### src/hdl/gpio_map.svh
`ifndef GPIO_MAP_SVH
`define GPIO_MAP_SVH

`define PORT_A_LATCH_OFS 8'h00
`define PORT_B_LATCH_OFS 8'h01
`define PORT_C_LATCH_OFS 8'h02
`define PORT_A_DIR_OFS 8'h04
`define PORT_B_DIR_OFS 8'h05
`define PORT_C_DIR_OFS 8'h06
`define PORT_A_PULL_OFS 8'h0d
`define PORT_C_PULL_OFS 8'h0c
`define KEYPAD_CTRL_OFS 8'h1a
`define ANALOG_SEL_OFS 8'h3c
`define DIR_RESET 8'h00
`define PULL_RESET 8'h00
`define KEYPAD_RESET 8'h00
`define ANALOG_SEL_RESET 5'h1f
`define ANALOG_SEL_W 5
`define PORT_C_W 7

`endif

### src/hdl/gpio_pkg.sv
package gpio_pkg;
    typedef logic [7:0] byte_t;
    typedef enum logic [2:0] {
        SEL_PINS = 3'b001,
        SEL_LATCH = 3'b010,
        SEL_ANALOG = 3'b100
    } pin_src_t;
endpackage

### src/hdl/gpio_pin_if.sv
`timescale 1ns/100ps
`default_nettype none
interface gpio_pin_if;
    logic [7:0] latch;
    logic [7:0] dir;
    logic [7:0] pull_en;
    logic [7:0] analog;
    logic [7:0] pin_sync;
    logic [7:0] read_val;
    logic [7:0] drive;
    logic [7:0] oe;
    logic [7:0] pull;
    modport core (output latch, dir, pull_en, analog,
        input pin_sync, read_val, drive, oe, pull);
    modport slice (input latch, dir, pull_en, analog,
        output read_val, drive, oe, pull);
endinterface
`default_nettype wire

### src/hdl/three_port_gpio_block.sv
// Design decision made here: the plain strobed port.
`timescale 1ns/100ps
`default_nettype none
`include "gpio_map.svh"
module three_port_gpio_block (
    input wire logic ref_clk_in,
    input wire logic rst_b_in,
    input wire logic [7:0] addr_in,
    input wire logic [7:0] wdata_in,
    input wire logic wr_in,
    input wire logic rd_in,
    output logic [7:0] rdata_out,
    input wire logic [7:0] port_a_pin_in,
    output logic [7:0] port_a_pin_out,
    output logic [7:0] port_a_pin_oe_out,
    output logic [7:0] port_a_pullup_out,
    input wire logic [7:0] port_b_pin_in,
    output logic [7:0] port_b_pin_out,
    output logic [7:0] port_b_pin_oe_out,
    output logic [7:0] analog_channel_pins_out,
    input wire logic [6:0] port_c_pin_in,
    output logic [6:0] port_c_pin_out,
    output logic [6:0] port_c_pin_oe_out,
    output logic [6:0] port_c_pullup_out,
    output logic [7:0] keypad_inputs_out
);
    gpio_pkg::byte_t lat_a_reg, lat_b_reg, lat_c_reg;
    gpio_pkg::byte_t lat_a_next, lat_b_next, lat_c_next;
    gpio_pkg::byte_t dir_a_reg, dir_b_reg, dir_c_reg;
    gpio_pkg::byte_t dir_a_next, dir_b_next, dir_c_next;
    gpio_pkg::byte_t pull_a_reg, pull_c_reg, pull_a_next, pull_c_next;
    gpio_pkg::byte_t keypad_irq_control_reg, keypad_irq_control_next;
    logic [4:0] analog_sel_reg, analog_sel_next;
    gpio_pkg::byte_t rdata_reg, rdata_next;
    logic [7:0] sync_a, sync_b, sync_c;
    logic [7:0] analog_onehot;

    gpio_pin_if pa();
    gpio_pin_if pb();
    gpio_pin_if pc();

    // first two-flop stage feeds only the second
    gpio_sync u_sync_a (.ref_clk_in(ref_clk_in), .rst_b_in(rst_b_in),
        .async_in(port_a_pin_in), .sync_out(sync_a));
    gpio_sync u_sync_b (.ref_clk_in(ref_clk_in), .rst_b_in(rst_b_in),
        .async_in(port_b_pin_in), .sync_out(sync_b));
    gpio_sync u_sync_c (.ref_clk_in(ref_clk_in), .rst_b_in(rst_b_in),
        .async_in({1'b0, port_c_pin_in}), .sync_out(sync_c));

    function automatic logic hit(input logic [7:0] a, input logic [7:0] o);
        hit = (a == o);
    endfunction

    // channel codes 0..7 pick a second-port pin; others select none
    always_comb begin
        analog_onehot = 8'h00;
        if (analog_sel_reg < 5'h08) begin
            analog_onehot[analog_sel_reg[2:0]] = 1'b1;
        end
    end

    assign pa.latch = lat_a_reg;
    assign pa.dir = dir_a_reg;
    assign pa.pull_en = pull_a_reg;
    assign pa.analog = 8'h00;
    assign pa.pin_sync = sync_a;
    assign pb.latch = lat_b_reg;
    assign pb.dir = dir_b_reg;
    assign pb.pull_en = 8'h00;
    assign pb.analog = analog_onehot;
    assign pb.pin_sync = sync_b;
    assign pc.latch = lat_c_reg;
    assign pc.dir = dir_c_reg;
    assign pc.pull_en = pull_c_reg;
    assign pc.analog = 8'h00;
    assign pc.pin_sync = sync_c;

    gpio_pin_slice u_slice_a (.pin_sync_in(sync_a), .p(pa.slice));
    gpio_pin_slice u_slice_b (.pin_sync_in(sync_b), .p(pb.slice));
    gpio_pin_slice u_slice_c (.pin_sync_in(sync_c), .p(pc.slice));

    always_comb begin
        lat_a_next = lat_a_reg;
        lat_b_next = lat_b_reg;
        lat_c_next = lat_c_reg;
        dir_a_next = dir_a_reg;
        dir_b_next = dir_b_reg;
        dir_c_next = dir_c_reg;
        pull_a_next = pull_a_reg;
        pull_c_next = pull_c_reg;
        keypad_irq_control_next = keypad_irq_control_reg;
        analog_sel_next = analog_sel_reg;
        if (wr_in) begin
            // latch writes ignore direction
            if (hit(addr_in, `PORT_A_LATCH_OFS))
                lat_a_next = wdata_in;
            if (hit(addr_in, `PORT_B_LATCH_OFS))
                lat_b_next = wdata_in;
            if (hit(addr_in, `PORT_C_LATCH_OFS))
                lat_c_next = {1'b0, wdata_in[6:0]};
            if (hit(addr_in, `PORT_A_DIR_OFS))
                dir_a_next = wdata_in;
            if (hit(addr_in, `PORT_B_DIR_OFS))
                dir_b_next = wdata_in;
            if (hit(addr_in, `PORT_C_DIR_OFS))
                dir_c_next = {1'b0, wdata_in[6:0]};
            if (hit(addr_in, `PORT_A_PULL_OFS))
                pull_a_next = wdata_in;
            if (hit(addr_in, `PORT_C_PULL_OFS))
                pull_c_next = {1'b0, wdata_in[6:0]};
            if (hit(addr_in, `KEYPAD_CTRL_OFS))
                keypad_irq_control_next = wdata_in;
            if (hit(addr_in, `ANALOG_SEL_OFS))
                analog_sel_next = wdata_in[4:0];
        end
    end

    always_comb begin
        rdata_next = 8'h00;
        if (rd_in) begin
            case (addr_in)
                `PORT_A_LATCH_OFS: rdata_next = pa.read_val;
                `PORT_B_LATCH_OFS: rdata_next = pb.read_val;
                `PORT_C_LATCH_OFS: rdata_next = {1'b0, pc.read_val[6:0]};
                `PORT_A_DIR_OFS: rdata_next = dir_a_reg;
                `PORT_B_DIR_OFS: rdata_next = dir_b_reg;
                `PORT_C_DIR_OFS: rdata_next = dir_c_reg;
                `PORT_A_PULL_OFS: rdata_next = pull_a_reg;
                `PORT_C_PULL_OFS: rdata_next = pull_c_reg;
                `KEYPAD_CTRL_OFS: rdata_next = keypad_irq_control_reg;
                `ANALOG_SEL_OFS: rdata_next = {3'h0, analog_sel_reg};
                default: rdata_next = 8'h00;
            endcase
        end
    end

    // latches keep their contents over reset, so no reset branch
    always_ff @(posedge ref_clk_in) begin
        lat_a_reg <= lat_a_next;
        lat_b_reg <= lat_b_next;
        lat_c_reg <= lat_c_next;
    end

    always_ff @(posedge ref_clk_in or negedge rst_b_in) begin
        if (!rst_b_in) begin
            dir_a_reg <= `DIR_RESET;
            dir_b_reg <= `DIR_RESET;
            dir_c_reg <= `DIR_RESET;
            pull_a_reg <= `PULL_RESET;
            pull_c_reg <= `PULL_RESET;
            keypad_irq_control_reg <= `KEYPAD_RESET;
            analog_sel_reg <= `ANALOG_SEL_RESET;
            rdata_reg <= 8'h00;
        end else begin
            dir_a_reg <= dir_a_next;
            dir_b_reg <= dir_b_next;
            dir_c_reg <= dir_c_next;
            pull_a_reg <= pull_a_next;
            pull_c_reg <= pull_c_next;
            keypad_irq_control_reg <= keypad_irq_control_next;
            analog_sel_reg <= analog_sel_next;
            rdata_reg <= rdata_next;
        end
    end

    assign rdata_out = rdata_reg;
    assign port_a_pin_out = pa.drive;
    assign port_a_pin_oe_out = pa.oe;
    assign port_a_pullup_out = pa.pull;
    assign port_b_pin_out = pb.drive;
    assign port_b_pin_oe_out = pb.oe;
    assign analog_channel_pins_out = analog_onehot;
    assign port_c_pin_out = pc.drive[6:0];
    assign port_c_pin_oe_out = pc.oe[6:0];
    assign port_c_pullup_out = pc.pull[6:0];
    // enabled first-port pins pass their synced level on
    assign keypad_inputs_out = sync_a & keypad_irq_control_reg;
endmodule
`default_nettype wire

### src/hdl/gpio_sync.sv
`timescale 1ns/100ps
`default_nettype none
module gpio_sync (
    input wire logic ref_clk_in,
    input wire logic rst_b_in,
    input wire logic [7:0] async_in,
    output logic [7:0] sync_out
);
    logic [7:0] meta_reg;
    logic [7:0] sync_reg;
    logic [7:0] meta_next;
    logic [7:0] sync_next;

    always_comb begin
        meta_next = async_in;
        sync_next = meta_reg;
    end

    always_ff @(posedge ref_clk_in or negedge rst_b_in) begin
        if (!rst_b_in) begin
            meta_reg <= 8'h00;
            sync_reg <= 8'h00;
        end else begin
            meta_reg <= meta_next;
            sync_reg <= sync_next;
        end
    end

    assign sync_out = sync_reg;
endmodule
`default_nettype wire

### src/hdl/gpio_pin_slice.sv
`timescale 1ns/100ps
`default_nettype none
module gpio_pin_slice (
    input wire logic [7:0] pin_sync_in,
    gpio_pin_if.slice p
);
    genvar i;
    generate
        for (i = 0; i < 8; i++) begin : g_bit
            always_comb begin
                // analog selection overrides direction, pullup and read data; drive still follows the latch
                if (p.analog[i]) begin
                    p.oe[i] = 1'b0;
                    p.pull[i] = 1'b0;
                    p.read_val[i] = 1'b0;
                end else begin
                    p.oe[i] = p.dir[i];
                    // pullup only while an input
                    p.pull[i] = p.pull_en[i] & ~p.dir[i];
                    p.read_val[i] = p.dir[i] ? p.latch[i] : pin_sync_in[i];
                end
                p.drive[i] = p.latch[i];
            end
        end
    endgenerate
endmodule
`default_nettype wire

### config.mk
export PLATFORM = sky130hd
export DESIGN_NAME = three_port_gpio_block
export DESIGN_NICKNAME = d
export VERILOG_FILES = /design/src/hdl/gpio_pkg.sv /design/src/hdl/gpio_pin_if.sv /design/src/hdl/three_port_gpio_block.sv /design/src/hdl/gpio_sync.sv /design/src/hdl/gpio_pin_slice.sv
export VERILOG_INCLUDE_DIRS = /design/src /design/src/hdl
export SDC_FILE = /design/constraint.sdc
export NUM_CORES = 1
export LEC_CHECK = 0
export CELL_PAD_IN_SITES_DETAIL_PLACEMENT = 0
export CELL_PAD_IN_SITES_GLOBAL_PLACEMENT = 1
export CORE_AREA = 4 4 108 110
export DETAILED_ROUTE_END_ITERATION = 16
export DIE_AREA = 0 0 112 114
export DONT_BUFFER_PORTS = 1
export PLACE_DENSITY = 0.79
export SYNTH_ARGS = -nofsm -noshare
export SYNTH_HDL_FRONTEND = slang
export SYNTH_SLANG_ARGS = --single-unit
### constraint.sdc
create_clock -name ref_clk_in -period 1.8 [get_ports ref_clk_in]
set_input_delay 0 -clock ref_clk_in [delete_from_list [all_inputs] [get_ports ref_clk_in]]
set_output_delay 0 -clock ref_clk_in [all_outputs]
set_load 0.05 [all_outputs]
==> metrics <==
outcome=finished, violations left; violations in the final reports=negative hold slack, negative setup slack; crit path kind=reg2out; largest net degree at the start of global routing=106; Worst-Skew Late Latency=0.54 ns; initial core utilization=49.2%; power spent charging and discharging nets=1700 uW; post-detailed-placement half-perimeter wirelength=10400 um; met3 usage=8.86%; number of buffers on the longest clock path=2; Max Clock Skew=0.00721 ns; total negative setup slack=-0.0525 ns; type of destination of the critical path=output port; number of remaining DRC errors=0; top-count cell post-synth=dfrtp_1; initial detailed-routing violation count=346; design internal power=5780 uW; total count of max-transition violations in the final report=0; register clock-pin slew on the reported worst setup and hold paths=0.06 ns; die area=12800 um2; combinational share of power=9.2%; area fraction of the dominant cell type after synthesis=47.6%; Pre-Repair DR Iteration Count=6; antenna-violating nets left=0; worst voltage drop across the vdd grid=0.000806 V; commonest register cell after synthesis=dfrtp_1; number of nets produced by synthesis=433; all-layer global routing usage=26.6%; crit-path max FO=5; worst slew pin tran=0.588 ns; GR peak layer=met2; largest area contributor in the synthesized netlist=dfrtp_1; Clk network pwr share=48.9%; power per cell area=990 nW/um2; # port buffers=0; Max-Slew Margin vs Limit=60.7%; Inserted Diodes=0; Post-Syn Area per Cell=13.5 um2; worst hold margin=-0.846 ns; area of the mapped netlist=5260 um2; maxcap violations=0; via count of the first global-routing pass=4408; minimum clock period after layout=1.83 ns; synth warn=0; final count of negative-setup-slack endpoints=2; kind of launch point of the worst setup path=flop; share of the yosys chip area belonging to registers=63.2%; number of nets at the end of the flow=608; number of CTS-inserted buffers=17; Setup Slack @ Placement=-0.00494 ns; Post-synth EDFFs=23; Die W=112 um; Worst EP arrival=1.83 ns; post-synthesis sequential element count=128; Hold/Removal Path Class=in2async; CTS tree=yes; total power consumption of the routed design=7480 uW; cell chosen for the clock root=clkbuf_8; core area=10700 um2; Row Count=38; Worst Setup Slack, final=-0.0262 ns; number of I/O pins=128; required time of the critical path=1.80 ns; Vert. Die Dim=114 um; overall overflow remaining after global route=0; part of the power in registers=42.0%; antenna violations before repair=0; DR WL/cell=23.0 um; total routed wirelength=16500 um; final worst-path cycle share=101%; count of unique library cells instantiated by Yosys=46; Pleak=0.00338 uW; ranking of synthesized cells by area=dfrtp_1, edfxtp_1, mux2_2, dfstp_2, nor2b_1; switching part of the total=22.8%; unrepaired setup endpoints after global routing=true; Final Wtd Congestion=0.889; detailed-route via count=4185; count of cells along the worst register-to-register path=5; CTS sink cnt=128; fraction of layout cells with a size suffix above 1=38.2%; met2 GRT Util=43.4%; final hold viol count=107; gate count after technology mapping=390; Vias/cell=5.83; number of H-tree levels=4; first-pass GRT wire length=25400 um; met1 layer usage reported by global route=32.7%; area growth from synthesis to layout=43.6%; Achievable Freq=548 MHz; Synth async-reset ratio=82.0%; ranking of synthesized cells by instance count=dfrtp_1, mux2_2, edfxtp_1, o21ai_0, nor2b_1
[worst max-delay path: stages, from the launching register on]
cell	delay, ns
dfstp_2	0.56
nor3b_2	0.17
buf_4	0.17
and3_4	0.19
nor2b_2	0.05
buf_6	0.15
[kinds of logic after synthesis]
kind of cell	synth area share [%]
AO/OA/AOI/OAI	8.11
multiplexers	14.5
buffers and inverters	1.55
flip-flops	63.2
AND/OR/NAND/NOR	12.7
[stage by stage]
stage | cells | utilization, % | area, um2
floorplan | 390 | - | 5270
finish | 718 | 70.6 | 7560
global route | 718 | 70.6 | 7560
CTS | 713 | 69.9 | 7480
global placement | 606 | 56.7 | 6070
detailed placement | 606 | 56.7 | 6070
[power groups by stage]
stage                     logic (uW)  registers (uW)  clock network, uW
final                            686            3140               3660
after global routing             722            3150               3860
after CTS                        654            3140               3710
after detailed placement         492            3190                  0
after global placement           486            3180                  0
after floorplan                  318            3220                  0
[worst paths after layout]
path / from / to / slack, ns
setup / recovery: analog_sel_reg[0] / port_b_pin_oe_out[7] / -0.03
hold reg to reg: u_sync_c.meta_reg[3] / u_sync_c.sync_out[3] / 0.34
max in group asynchronous: rst_b_in / analog_sel_reg[4] / 2.39
setup reg to reg: dir_a_reg[7] / rdata_out[7] / 0.15
min in group ref_clk_in: addr_in[3] / rdata_out[3] / -0.03
hold / removal: rst_b_in / u_sync_b.meta_reg[5] / -0.85
[area by class of cell]
class / count / area (um2)
Clock buffer: 22 / 443
Clock inverter: 10 / 185
Fill cell: 728 / 3140
Multi-Input combinational cell: 241 / 1920
Inverter: 6 / 22.5
Timing Repair Buffer: 171 / 1490
Sequential cell: 128 / 3320
Tap cell: 140 / 175
[what timing repair did]
| item | CTS | global route |
|---|---|---|
| pin swaps | 2 | 0 |
| hold buffers | 66 | 4 |
| buffers inserted | 9 | 1 |
| setup endpoints to repair | 17 | 26 |
| cloned | 0 | 0 |
| hold endpoints to repair | 233 | 117 |
| resized for setup | 19 | 12 |
[cells in the final DEF, fill, tap and decap left out, types with 3 or more instances in the layout]
cell	instances
nor2_1	5
buf_4	94
nor2b_2	5
bufinv_16	5
o2bb2ai_1	4
and2_4	5
and3_1	6
dfrtp_1	100
nand2_1	9
a22o_1	3
a21oi_1	10
clkbuf_16	16
nor3_1	9
buf_6	6
a31oi_1	6
dlygate4sd3_1	68
mux2_2	56
a22oi_1	3
o21ai_0	21
and2_1	12
clkbuf_1	4
a41oi_1	4
mux2i_1	13
nor2b_1	16
edfxtp_1	23
inv_1	5
nand3_1	7
or3b_2	7
dfstp_2	5
[per-layer routing]
| metal | wire (um) | up-vias |
|---|---|---|
| met5 | 0 | - |
| met4 | 497 | 0 |
| met3 | 1470 | 43 |
| met2 | 8180 | 236 |
| met1 | 6380 | 2095 |
| li1 | - | 1811 |
No activity file was read; power rests on OpenSTA's default activity.
